--- src/rtl/ata_gate_pkg.sv ---
// Shared constants and types for the ATA pin gating and presence block.
package ata_gate_pkg;
    // Clock rate and the startup delay before address and selects drive.
    localparam int unsigned CLK_HZ           = 200_000_000;
    localparam int unsigned STARTUP_DELAY_MS = 2;
    localparam int unsigned STARTUP_DELAY_CYCLES =
        (STARTUP_DELAY_MS * CLK_HZ + 999) / 1000;

    // Register byte offsets.
    localparam int          ADDR_W       = 8;
    localparam logic [7:0]  CFG_OFS      = 8'h00;
    localparam logic [7:0]  STATUS_OFS   = 8'h04;
    localparam logic [7:0]  IRQ_STAT_OFS = 8'h08;
    localparam logic [7:0]  IRQ_MASK_OFS = 8'h0c;
    localparam logic [7:0]  EP_DATA_OFS  = 8'h10;

    // Configuration byte layout and reset value.
    localparam logic [7:0]  CFG_RESET            = 8'h00;
    localparam int          CFG_PRES_EN_BIT      = 0;
    localparam int          CFG_PRES_POL_BIT     = 1;
    localparam int          CFG_IGNORE_SENSE_BIT = 4;
    localparam int          CFG_GPI_MODE_BIT     = 7;

    // Interrupt endpoint byte 0 layout.
    localparam int          EP_MEDIA_BIT  = 0;
    localparam int          EP_GRANT_BIT  = 1;
    localparam int          EP_PULLUP_BIT = 2;

    // Event bits, shared by status and mask registers.
    localparam int          EV_W         = 4;
    localparam int          EV_MEDIA     = 0;
    localparam int          EV_ACTIVE    = 1;
    localparam int          EV_READY     = 2;
    localparam int          EV_DRIVE_IRQ = 3;

    // AXI responses.
    localparam logic [1:0]  RESP_OKAY   = 2'h0;
    localparam logic [1:0]  RESP_SLVERR = 2'h2;

    typedef enum logic [1:0] {WR_IDLE = 2'h1, WR_RESP = 2'h2} wr_state_t;
    typedef enum logic [1:0] {RD_IDLE = 2'h1, RD_DATA = 2'h2} rd_state_t;
endpackage

--- src/rtl/reg_bus_if.sv ---
// Internal register access bus between the bus slave and the register file.
`timescale 1ns/1ps
`default_nettype none
interface reg_bus_if;
    logic        wr_en;
    logic [7:0]  wr_addr;
    logic [31:0] wr_data;
    logic [3:0]  wr_strb;
    logic        wr_err;
    logic [7:0]  rd_addr;
    logic [31:0] rd_data;
    logic        rd_err;
    modport bus_side (output wr_en, wr_addr, wr_data, wr_strb, rd_addr,
                      input wr_err, rd_data, rd_err);
    modport reg_side (input wr_en, wr_addr, wr_data, wr_strb, rd_addr,
                      output wr_err, rd_data, rd_err);
endinterface
`default_nettype wire

--- src/rtl/startup_delay.sv ---
// Counter that raises a level once the startup delay has elapsed.
`timescale 1ns/1ps
`default_nettype none
module startup_delay #(
    parameter int unsigned CYCLES = ata_gate_pkg::STARTUP_DELAY_CYCLES
) (
    input  wire logic clk_i,
    input  wire logic rstn_i,
    output logic      done_o
);
    localparam int CW = $clog2(CYCLES + 1);
    localparam logic [CW-1:0] LAST = CW'(CYCLES - 1);

    logic [CW-1:0] cnt_reg;

    // Counts from reset release; done stays high until the next reset.
    always_ff @(posedge clk_i) begin
        if (!rstn_i) begin
            cnt_reg <= '0;
            done_o  <= 1'h0;
        end else if (!done_o) begin
            cnt_reg <= cnt_reg + CW'(1);
            done_o  <= (cnt_reg == LAST);
        end
    end
endmodule // startup_delay
`default_nettype wire

--- src/rtl/axil_reg_slave.sv ---
// AXI4-Lite slave that turns bus traffic into register bus accesses.
`timescale 1ns/1ps
`default_nettype none
module axil_reg_slave (
    input  wire logic        clk_i,
    input  wire logic        rstn_i,
    input  wire logic [7:0]  awaddr_i,
    input  wire logic        awvalid_i,
    output logic             awready_o,
    input  wire logic [31:0] wdata_i,
    input  wire logic [3:0]  wstrb_i,
    input  wire logic        wvalid_i,
    output logic             wready_o,
    output logic [1:0]       bresp_o,
    output logic             bvalid_o,
    input  wire logic        bready_i,
    input  wire logic [7:0]  araddr_i,
    input  wire logic        arvalid_i,
    output logic             arready_o,
    output logic [31:0]      rdata_o,
    output logic [1:0]       rresp_o,
    output logic             rvalid_o,
    input  wire logic        rready_i,
    reg_bus_if.bus_side      rb
);
    ata_gate_pkg::wr_state_t wr_state;
    ata_gate_pkg::rd_state_t rd_state;
    logic        aw_have;
    logic        w_have;
    logic [7:0]  waddr_reg;
    logic [31:0] wdata_reg;
    logic [3:0]  wstrb_reg;

    // Address and data are held apart so they may arrive in either order.
    assign awready_o  = (wr_state == ata_gate_pkg::WR_IDLE) && !aw_have;
    assign wready_o   = (wr_state == ata_gate_pkg::WR_IDLE) && !w_have;
    assign rb.wr_en   = (wr_state == ata_gate_pkg::WR_IDLE) && aw_have
                        && w_have;
    assign rb.wr_addr = waddr_reg;
    assign rb.wr_data = wdata_reg;
    assign rb.wr_strb = wstrb_reg;
    assign arready_o  = (rd_state == ata_gate_pkg::RD_IDLE);
    assign rb.rd_addr = araddr_i;

    // Write channel: collect both halves, commit, then answer.
    always_ff @(posedge clk_i) begin
        if (!rstn_i) begin
            wr_state  <= ata_gate_pkg::WR_IDLE;
            aw_have   <= 1'h0;
            w_have    <= 1'h0;
            waddr_reg <= 8'h00;
            wdata_reg <= 32'h0;
            wstrb_reg <= 4'h0;
            bvalid_o  <= 1'h0;
            bresp_o   <= ata_gate_pkg::RESP_OKAY;
        end else begin
            unique case (wr_state)
                ata_gate_pkg::WR_IDLE: begin
                    if (awvalid_i && !aw_have) begin
                        aw_have   <= 1'h1;
                        waddr_reg <= awaddr_i;
                    end
                    if (wvalid_i && !w_have) begin
                        w_have    <= 1'h1;
                        wdata_reg <= wdata_i;
                        wstrb_reg <= wstrb_i;
                    end
                    if (aw_have && w_have) begin
                        aw_have  <= 1'h0;
                        w_have   <= 1'h0;
                        bvalid_o <= 1'h1;
                        bresp_o  <= rb.wr_err ? ata_gate_pkg::RESP_SLVERR
                                              : ata_gate_pkg::RESP_OKAY;
                        wr_state <= ata_gate_pkg::WR_RESP;
                    end
                end
                ata_gate_pkg::WR_RESP: begin
                    if (bready_i) begin
                        bvalid_o <= 1'h0;
                        wr_state <= ata_gate_pkg::WR_IDLE;
                    end
                end
            endcase
        end
    end

    // Read channel: data are captured on the address edge.
    always_ff @(posedge clk_i) begin
        if (!rstn_i) begin
            rd_state <= ata_gate_pkg::RD_IDLE;
            rvalid_o <= 1'h0;
            rdata_o  <= 32'h0;
            rresp_o  <= ata_gate_pkg::RESP_OKAY;
        end else begin
            unique case (rd_state)
                ata_gate_pkg::RD_IDLE: begin
                    if (arvalid_i) begin
                        rvalid_o <= 1'h1;
                        rdata_o  <= rb.rd_data;
                        rresp_o  <= rb.rd_err ? ata_gate_pkg::RESP_SLVERR
                                              : ata_gate_pkg::RESP_OKAY;
                        rd_state <= ata_gate_pkg::RD_DATA;
                    end
                end
                ata_gate_pkg::RD_DATA: begin
                    if (rready_i) begin
                        rvalid_o <= 1'h0;
                        rd_state <= ata_gate_pkg::RD_IDLE;
                    end
                end
            endcase
        end
    end
endmodule // axil_reg_slave
`default_nettype wire

--- src/rtl/ata_pin_gating.sv ---
// Top of the ATA pin gating, startup drive and media presence block.
//
// Implementation choices: the AXI4-Lite register port and the register offsets.
`timescale 1ns/1ps
`default_nettype none
module ata_pin_gating #(
    parameter int unsigned DELAY_CYCLES  = ata_gate_pkg::STARTUP_DELAY_CYCLES,
    parameter int          DATA_W        = 16,
    parameter bit          GPI_SUPPORTED = 1'b1
) (
    input  wire logic              clk_i,
    input  wire logic              rstn_i,
    input  wire logic [7:0]        s_axi_awaddr_i,
    input  wire logic              s_axi_awvalid_i,
    output logic                   s_axi_awready_o,
    input  wire logic [31:0]       s_axi_wdata_i,
    input  wire logic [3:0]        s_axi_wstrb_i,
    input  wire logic              s_axi_wvalid_i,
    output logic                   s_axi_wready_o,
    output logic [1:0]             s_axi_bresp_o,
    output logic                   s_axi_bvalid_o,
    input  wire logic              s_axi_bready_i,
    input  wire logic [7:0]        s_axi_araddr_i,
    input  wire logic              s_axi_arvalid_i,
    output logic                   s_axi_arready_o,
    output logic [31:0]            s_axi_rdata_o,
    output logic [1:0]             s_axi_rresp_o,
    output logic                   s_axi_rvalid_o,
    input  wire logic              s_axi_rready_i,
    input  wire logic              host_power_sense_enable_i,
    input  wire logic              media_present_in_i,
    input  wire logic              drive_irq_in_i,
    output logic [2:0]             ata_addr_o,
    output logic                   ata_addr_oe_n_o,
    output logic                   ata_select0_n_o,
    output logic                   ata_select1_n_o,
    output logic                   ata_select_oe_n_o,
    input  wire logic [DATA_W-1:0] ata_data_i,
    output logic [DATA_W-1:0]      ata_data_o,
    output logic                   ata_data_oe_n_o,
    input  wire logic [DATA_W-1:0] xfer_data_i,
    input  wire logic              xfer_drive_i,
    output logic [DATA_W-1:0]      xfer_data_o,
    input  wire logic              pullup_source_pin_i,
    output logic                   pullup_source_pin_o,
    output logic                   pullup_source_pin_oe_n_o,
    input  wire logic              pullup_enable_i,
    input  wire logic              power_grant_n_i,
    output logic                   power_grant_n_o,
    output logic                   power_grant_n_oe_n_o,
    input  wire logic              power_granted_i,
    output logic [15:0]            interrupt_in_endpoint_o,
    output logic                   pins_active_o,
    output logic                   media_present_o,
    output logic                   irq_o
);
    localparam int EV_W_L = ata_gate_pkg::EV_W - 1;

    reg_bus_if rb ();

    logic [7:0]      cfg_reg;
    logic            active_reg;
    logic            active_next;
    logic            present_reg;
    logic            present_next;
    logic            startup_done;
    logic            done_q_reg;
    logic            drive_irq_q_reg;
    logic            gpi_mode;
    logic            drive_en;
    logic [15:0]     ep_reg;
    logic [EV_W_L:0] irq_stat_reg;
    logic [EV_W_L:0] irq_mask_reg;
    logic [EV_W_L:0] ev_vec;
    logic [EV_W_L:0] ev_clr;

    // Bus protocol handling lives in its own module.
    axil_reg_slave u_bus (
        .clk_i     (clk_i),
        .rstn_i    (rstn_i),
        .awaddr_i  (s_axi_awaddr_i),
        .awvalid_i (s_axi_awvalid_i),
        .awready_o (s_axi_awready_o),
        .wdata_i   (s_axi_wdata_i),
        .wstrb_i   (s_axi_wstrb_i),
        .wvalid_i  (s_axi_wvalid_i),
        .wready_o  (s_axi_wready_o),
        .bresp_o   (s_axi_bresp_o),
        .bvalid_o  (s_axi_bvalid_o),
        .bready_i  (s_axi_bready_i),
        .araddr_i  (s_axi_araddr_i),
        .arvalid_i (s_axi_arvalid_i),
        .arready_o (s_axi_arready_o),
        .rdata_o   (s_axi_rdata_o),
        .rresp_o   (s_axi_rresp_o),
        .rvalid_o  (s_axi_rvalid_o),
        .rready_i  (s_axi_rready_i),
        .rb        (rb.bus_side)
    );

    // The startup wait runs once from reset release.
    startup_delay #(
        .CYCLES (DELAY_CYCLES)
    ) u_delay (
        .clk_i  (clk_i),
        .rstn_i (rstn_i),
        .done_o (startup_done)
    );

    // Configuration byte, written through byte lane 0 only.
    always_ff @(posedge clk_i) begin
        if (!rstn_i) begin
            cfg_reg <= ata_gate_pkg::CFG_RESET;
        end else if (rb.wr_en && rb.wr_strb[0]
                     && rb.wr_addr == ata_gate_pkg::CFG_OFS) begin
            cfg_reg <= rb.wr_data[7:0];
        end
    end

    // Alternate input role only exists on variants built with it.
    assign gpi_mode = GPI_SUPPORTED && cfg_reg[ata_gate_pkg::CFG_GPI_MODE_BIT];

    // Pin group is live when the sense input is ignored or asserted.
    assign active_next = cfg_reg[ata_gate_pkg::CFG_IGNORE_SENSE_BIT]
                         || host_power_sense_enable_i;

    // Presence is reported as present when detection is off or in input mode,
    // so a board without the detect pin never looks empty.
    assign present_next = (cfg_reg[ata_gate_pkg::CFG_PRES_EN_BIT] && !gpi_mode)
        ? (media_present_in_i ^ cfg_reg[ata_gate_pkg::CFG_PRES_POL_BIT])
        : 1'h1;

    // Registered views of gating, presence and edge history.
    always_ff @(posedge clk_i) begin
        if (!rstn_i) begin
            active_reg      <= 1'h0;
            present_reg     <= 1'h1;
            done_q_reg      <= 1'h0;
            drive_irq_q_reg <= 1'h0;
        end else begin
            active_reg      <= active_next;
            present_reg     <= present_next;
            done_q_reg      <= startup_done;
            drive_irq_q_reg <= drive_irq_in_i;
        end
    end

    assign drive_en = active_reg && startup_done;

    // ATA pin drive; everything floats until both gating and the wait allow.
    always_ff @(posedge clk_i) begin
        if (!rstn_i) begin
            ata_addr_o        <= 3'h0;
            ata_addr_oe_n_o   <= 1'h1;
            ata_select0_n_o   <= 1'h0;
            ata_select1_n_o   <= 1'h0;
            ata_select_oe_n_o <= 1'h1;
            ata_data_o        <= '0;
            ata_data_oe_n_o   <= 1'h1;
            xfer_data_o       <= '0;
        end else begin
            ata_addr_o        <= {3{drive_en}};
            ata_addr_oe_n_o   <= !drive_en;
            ata_select0_n_o   <= drive_en;
            ata_select1_n_o   <= drive_en;
            ata_select_oe_n_o <= !drive_en;
            ata_data_o        <= xfer_data_i;
            ata_data_oe_n_o   <= !(drive_en && xfer_drive_i);
            xfer_data_o       <= active_reg ? ata_data_i : '0;
        end
    end

    // Side pins turn into inputs in the alternate role.
    always_ff @(posedge clk_i) begin
        if (!rstn_i) begin
            pullup_source_pin_o      <= 1'h0;
            pullup_source_pin_oe_n_o <= 1'h1;
            power_grant_n_o          <= 1'h1;
            power_grant_n_oe_n_o     <= 1'h1;
        end else begin
            pullup_source_pin_o      <= pullup_enable_i;
            pullup_source_pin_oe_n_o <= gpi_mode;
            power_grant_n_o          <= !power_granted_i;
            power_grant_n_oe_n_o     <= gpi_mode;
        end
    end

    // Endpoint byte 0 carries input levels; pins not used as inputs read 0.
    always_ff @(posedge clk_i) begin
        if (!rstn_i) begin
            ep_reg <= 16'h0;
        end else begin
            ep_reg <= 16'h0;
            ep_reg[ata_gate_pkg::EP_MEDIA_BIT] <=
                gpi_mode && media_present_in_i;
            ep_reg[ata_gate_pkg::EP_GRANT_BIT] <=
                gpi_mode && power_grant_n_i;
            ep_reg[ata_gate_pkg::EP_PULLUP_BIT] <=
                gpi_mode && pullup_source_pin_i;
        end
    end

    // Events worth software attention, one cycle each.
    always_comb begin
        ev_vec = '0;
        ev_vec[ata_gate_pkg::EV_MEDIA]     = present_next != present_reg;
        ev_vec[ata_gate_pkg::EV_ACTIVE]    = active_next != active_reg;
        ev_vec[ata_gate_pkg::EV_READY]     = startup_done && !done_q_reg;
        ev_vec[ata_gate_pkg::EV_DRIVE_IRQ] = drive_irq_in_i
                                             && !drive_irq_q_reg;
    end

    assign ev_clr = (rb.wr_en && rb.wr_strb[0]
                     && rb.wr_addr == ata_gate_pkg::IRQ_STAT_OFS)
                    ? rb.wr_data[EV_W_L:0] : '0;

    // Sticky status; a new event beats a clear in the same cycle.
    always_ff @(posedge clk_i) begin
        if (!rstn_i) begin
            irq_stat_reg <= '0;
        end else begin
            irq_stat_reg <= (irq_stat_reg & ~ev_clr) | ev_vec;
        end
    end

    // Interrupt mask, one enable per status bit.
    always_ff @(posedge clk_i) begin
        if (!rstn_i) begin
            irq_mask_reg <= '0;
        end else if (rb.wr_en && rb.wr_strb[0]
                     && rb.wr_addr == ata_gate_pkg::IRQ_MASK_OFS) begin
            irq_mask_reg <= rb.wr_data[EV_W_L:0];
        end
    end

    assign irq_o                   = |(irq_stat_reg & irq_mask_reg);
    assign interrupt_in_endpoint_o = ep_reg;
    assign pins_active_o           = active_reg;
    assign media_present_o         = present_reg;

    // Write decode only flags unmapped addresses; stores happen above.
    always_comb begin
        unique case (rb.wr_addr)
            ata_gate_pkg::CFG_OFS,
            ata_gate_pkg::STATUS_OFS,
            ata_gate_pkg::IRQ_STAT_OFS,
            ata_gate_pkg::IRQ_MASK_OFS,
            ata_gate_pkg::EP_DATA_OFS: rb.wr_err = 1'h0;
            default:                   rb.wr_err = 1'h1;
        endcase
    end

    // Read mux; unused bits read as zero.
    always_comb begin
        rb.rd_data = 32'h0;
        rb.rd_err  = 1'h0;
        unique case (rb.rd_addr)
            ata_gate_pkg::CFG_OFS:      rb.rd_data[7:0] = cfg_reg;
            ata_gate_pkg::STATUS_OFS: begin
                rb.rd_data[0] = active_reg;
                rb.rd_data[1] = startup_done;
                rb.rd_data[2] = present_reg;
                rb.rd_data[3] = drive_irq_in_i;
            end
            ata_gate_pkg::IRQ_STAT_OFS: rb.rd_data[EV_W_L:0] = irq_stat_reg;
            ata_gate_pkg::IRQ_MASK_OFS: rb.rd_data[EV_W_L:0] = irq_mask_reg;
            ata_gate_pkg::EP_DATA_OFS:  rb.rd_data[15:0] = ep_reg;
            default:                    rb.rd_err = 1'h1;
        endcase
    end

    // Two quiet cycles of the gate must leave every ATA driver off.
    AST_GATE_OFF: assert property (@(posedge clk_i) disable iff (!rstn_i)
        (!active_next ##1 !active_next) |=>
        (ata_addr_oe_n_o && ata_select_oe_n_o && ata_data_oe_n_o))
        else $error("ATA pins driven while gated off.");

    // The address floats before the wait ends; afterwards, with the gate open, idle lines drive high.
    AST_STARTUP_DRIVE: assert property (@(posedge clk_i)
        disable iff (!rstn_i) (startup_done && active_reg) |=>
        (!ata_addr_oe_n_o && ata_addr_o == 3'h7 && ata_select0_n_o
         && ata_select1_n_o && !ata_select_oe_n_o))
        else $error("Address or selects not high after startup wait.");

    AST_NO_EARLY_DRIVE: assert property (@(posedge clk_i)
        disable iff (!rstn_i) !startup_done |=> ata_addr_oe_n_o)
        else $error("Address driven before startup wait ended.");

    // Presence follows the pin through the configured polarity.
    AST_POLARITY: assert property (@(posedge clk_i)
        disable iff (!rstn_i) (cfg_reg[0] && !gpi_mode) |=>
        (media_present_o == ($past(media_present_in_i) ^ $past(cfg_reg[1]))))
        else $error("Presence does not follow configured polarity.");

    AST_GPI_LEVEL: assert property (@(posedge clk_i)
        disable iff (!rstn_i) gpi_mode |=>
        (interrupt_in_endpoint_o[0] == $past(media_present_in_i)))
        else $error("Endpoint bit 0 does not show the presence pin.");

    AST_GPI_SIDE: assert property (@(posedge clk_i)
        disable iff (!rstn_i)
        gpi_mode |=> (pullup_source_pin_oe_n_o && power_grant_n_oe_n_o))
        else $error("Side pins still driven in input role.");

    AST_HIZ_INACTIVE: assert property (@(posedge clk_i)
        disable iff (!rstn_i)
        !active_reg |=> (ata_data_oe_n_o && ata_select_oe_n_o))
        else $error("Data or selects driven while inactive.");

    AST_SET_WINS: assert property (@(posedge clk_i) disable iff (!rstn_i)
        (ev_vec[0] && ev_clr[0]) |=> irq_stat_reg[0])
        else $error("Event lost against a clear.");
endmodule // ata_pin_gating
`default_nettype wire

--- config.mk ---
export PLATFORM = sky130hd
export DESIGN_NAME = ata_pin_gating
export DESIGN_NICKNAME = d
export VERILOG_FILES = /design/src/rtl/ata_gate_pkg.sv /design/src/rtl/reg_bus_if.sv /design/src/rtl/startup_delay.sv /design/src/rtl/axil_reg_slave.sv /design/src/rtl/ata_pin_gating.sv
export SDC_FILE = /design/constraint.sdc
export NUM_CORES = 1
export LEC_CHECK = 0
export BUFFER_PORTS_ARGS = -buffer_cell sky130_fd_sc_hd__buf_2
export CORE_MARGIN = 2
export CORE_UTILIZATION = 47
export DETAILED_ROUTE_END_ITERATION = 16
export HOLD_SLACK_MARGIN = 0.12
export PLACE_DENSITY = 0.79
export SYNTH_ARGS = -nofsm -noshare
export SYNTH_HDL_FRONTEND = slang
export SYNTH_SLANG_ARGS = --single-unit
--- constraint.sdc ---
create_clock -name clk_i -period 1.9 [get_ports clk_i]
set_input_delay 0.475 -clock clk_i [delete_from_list [all_inputs] [get_ports clk_i]]
set_output_delay 0.475 -clock clk_i [all_outputs]
set_load 0.03 [all_outputs]
==> results.md <==
* Status: finished clean
* Placed instance count at 721
* Reg-to-Reg End: u_delay.cnt_reg[14]
* I/O pins at 203
* Via count at 3623
* Arr. time, crit path at roughly 1300 ps
* Grt ovf at 0
* Final period utilization at a little over nine tenths
* Post-synth top area cell: dfxtp_1
* Worst R2R Path Depth at 5
* Worst hold path type: input port to flop
* Die Area at 10700 µm²
* Core region area at just under 10000 µm²
* Num CTS Buffers at 17
* First-pass GRT wire length at 14600 µm
* Mapped Cells at 473
* Final ANT Viol Nets at 0
* Dpl hpwl at 6860 µm
* Post-synthesis adder-cell area fraction at 0.270%
* Max reg flops at 19
* Die Width at 103 µm
* End of the worst hold path: ata_data_oe_n_o
* Min cycle time layout at 1820 ps
* Share of cells above drive strength 1 at 31.0%
* Number of synthesis warnings at 0
* Hold_sp: xfer_drive_i
* Final core utilization at approximately three fifths
* Most common cell after layout, fill and taps aside: buf_2
* Seq/Total Area, Yosys at 49.2%
* TritonCTS clock tree: yes
* #FFs+latches synth at 114
* Pre-antenna DRT Iters at 4
* Layout area overhead at 25.6%
* Setup bufs post-CTS at 0
* Critical path required time at around 1400 ps
* Setup violations, final at 0
* CTS Sinks at 114
* Synth top area share at around half
* R2R Setup Slk at about 330 ps
* Syn Std Cell Area at around 4600 µm²
* I/O Buffers at 136
* Setup crit end kind: output port
* Worst-Skew Late Latency at 510 ps
* # diodes at 0
* # Max-Cap Violations at 0
* CTS Root Cell: clkbuf_8
* Clock tree buffer depth at 2
* Largest net degree at the start of global routing at 35
* Final max-slew violation count at 0
* Final Skew at 11.4 ps
* Vias in the first global route at 3199
* Hold Crit Depth at 2
* Synth top area cells: dfxtp_1 49%, buf_4 7.3%, nand2_1 4.2%, mux2i_1 4.1%, and2_1 2.8%
* Routed WL at between 9000 and 10000 µm
* Residual DRC at 0
* Async SR Flop Fraction at 0%
* Nets at approximately 700
* Via density at 4.81
* Fmax at 550 MHz
* Post-Synth Simple-Gate Area at between 20% and 30%
* Reg-to-Reg Start: u_delay.cnt_reg[0]
* Min Hold Slack at 136 ps
* Synth cell types at 55
* Fin area at 5820 µm²
* GRT Util Overall at between 10% and 20%
* Leakage power at 0.00278 µW
* CTS H-tree depth at 4
* Setup CP Type: flop to output port
* Final std cells w/o fill at 753
* Multiplexer share of the synthesized area at 5.32%
* Worst setup SP type: flop
* Post-synth EDFFs at 0
* Initial Util at 47.9%
* Routed WL per cell at 12.7 µm
* Row count at 36
* Fin. Hold Viols at 0
* Largest family of logic cells by synthesized area: simple AND/OR/NAND/NOR gates
* Placed Area at 5250 µm²
* Power, Total at 6300 µW
* PD cells at 1080 nW/µm²
* Drt initial violations at 145
* Peak VDD IR at 0.000427 V
* Most frequent cells in the layout: 135 x buf_2, 114 x dfxtp_1, 52 x nand2_1
* Critical path peak fanout at 6
* Chip height at 103 µm
* Clock-pin slew on the worst setup and hold paths at 60 ps
* Placer congestion estimate at 0.869
* Main synth FF type: dfxtp_1
* Initial antenna violation count at 0
* XOR/XNOR Fraction of Synth Area at 3.02%
* Avg Inst Size Synth at 9.80 µm²
* Compound-cell area share of the yosys netlist at approximately 7.4%
* Layout fillers at 773
-- metal layers --
metal  track usage, %  part of all wire, %  vias up
met4             8.81                  1.7        0
met5                0                    0        -
met2             28.9                   49      133
met1             21.3                   43     1677
li1                 -                    -     1796
met3             5.98                  6.3       17
-- worst max path at each step --
stage / start / end / cells after the start
6_report: u_bus.wr_state[1] / s_axi_wready_o / 2
3_3_place_gp: s_axi_araddr_i[1] / u_bus.rdata_o[4] / 5
5_1_grt: u_bus.wr_state[0] / s_axi_awready_o / 2
2_1_floorplan: u_bus.wr_state[1] / u_bus.rb.wr_strb[0] / 5
4_1_cts: u_bus.wr_state[1] / s_axi_awready_o / 2
3_5_place_dp: s_axi_araddr_i[1] / u_bus.rdata_o[6] / 5
-- worst max-delay path, stage by stage (launching register included) --
cell	delay, ps
dfxtp_1	370
nor3b_2	240
buf_2	230
-- cell usage after synthesis (3+ instances only) --
cell      number
inv_1          7
a22o_1         6
nor3_1         5
nand2b_1       5
nor3_2         3
buf_4         45
nor2_1        34
o21ai_0        4
and2_1        21
and3_1        20
a21boi_1       4
nor4_2         3
nand3b_1       3
a21oi_1       22
xnor2_1       11
clkbuf_1      12
o21a_1         4
or2_1          3
nand3_1        8
o21ai_1        5
xor2_1         5
mux2i_1       19
dfxtp_1      114
a22oi_1        5
buf_2          4
mux2_1         3
nand2_1       52
nor2b_1        6
-- layout make-up --
class | count | area, µm² | share of cell area, %
clock buffers | 19 | 432 | 7.41
flip-flops and latches | 114 | 2280 | 39.2
well taps | 133 | 166 | 2.86
clock inverters | 13 | 136 | 2.34
multi-input cells | 326 | 2050 | 35.2
inverters | 7 | 26.3 | 0.451
repair buffers | 141 | 733 | 12.6
-- report_power, final --
part,total (µW),internal [µW],switching [µW],leakage (µW)
clock,3010,1890,1120,0.000258
combinational,706,237,469,0.00159
sequential,2590,2500,84.4,0.000931
-- metrics by stage --
step                      TNS [ps]  setup slack (ps)
final                            0              82.9
after detailed placement         0               231
after global routing         -14.1             -7.09
after CTS                        0              33.0
after floorplan                  0               328
after global placement           0               256
-- logic make-up after synthesis --
kind of cell	Yosys count
xor+xnor	16
simple gates	192
buf+inv	71
flops	114
other cells	1
compound gates	55
mux	23
fa+ha+maj	1
-- timing repair --
item                                    4_1_cts  5_1_grt
hold endpoints to repair                      0        0
resized for setup                             0        3
hold buffers                                  0        0
endpoints found under the setup margin        0        1
No activity file was read; power rests on OpenSTA's default activity.
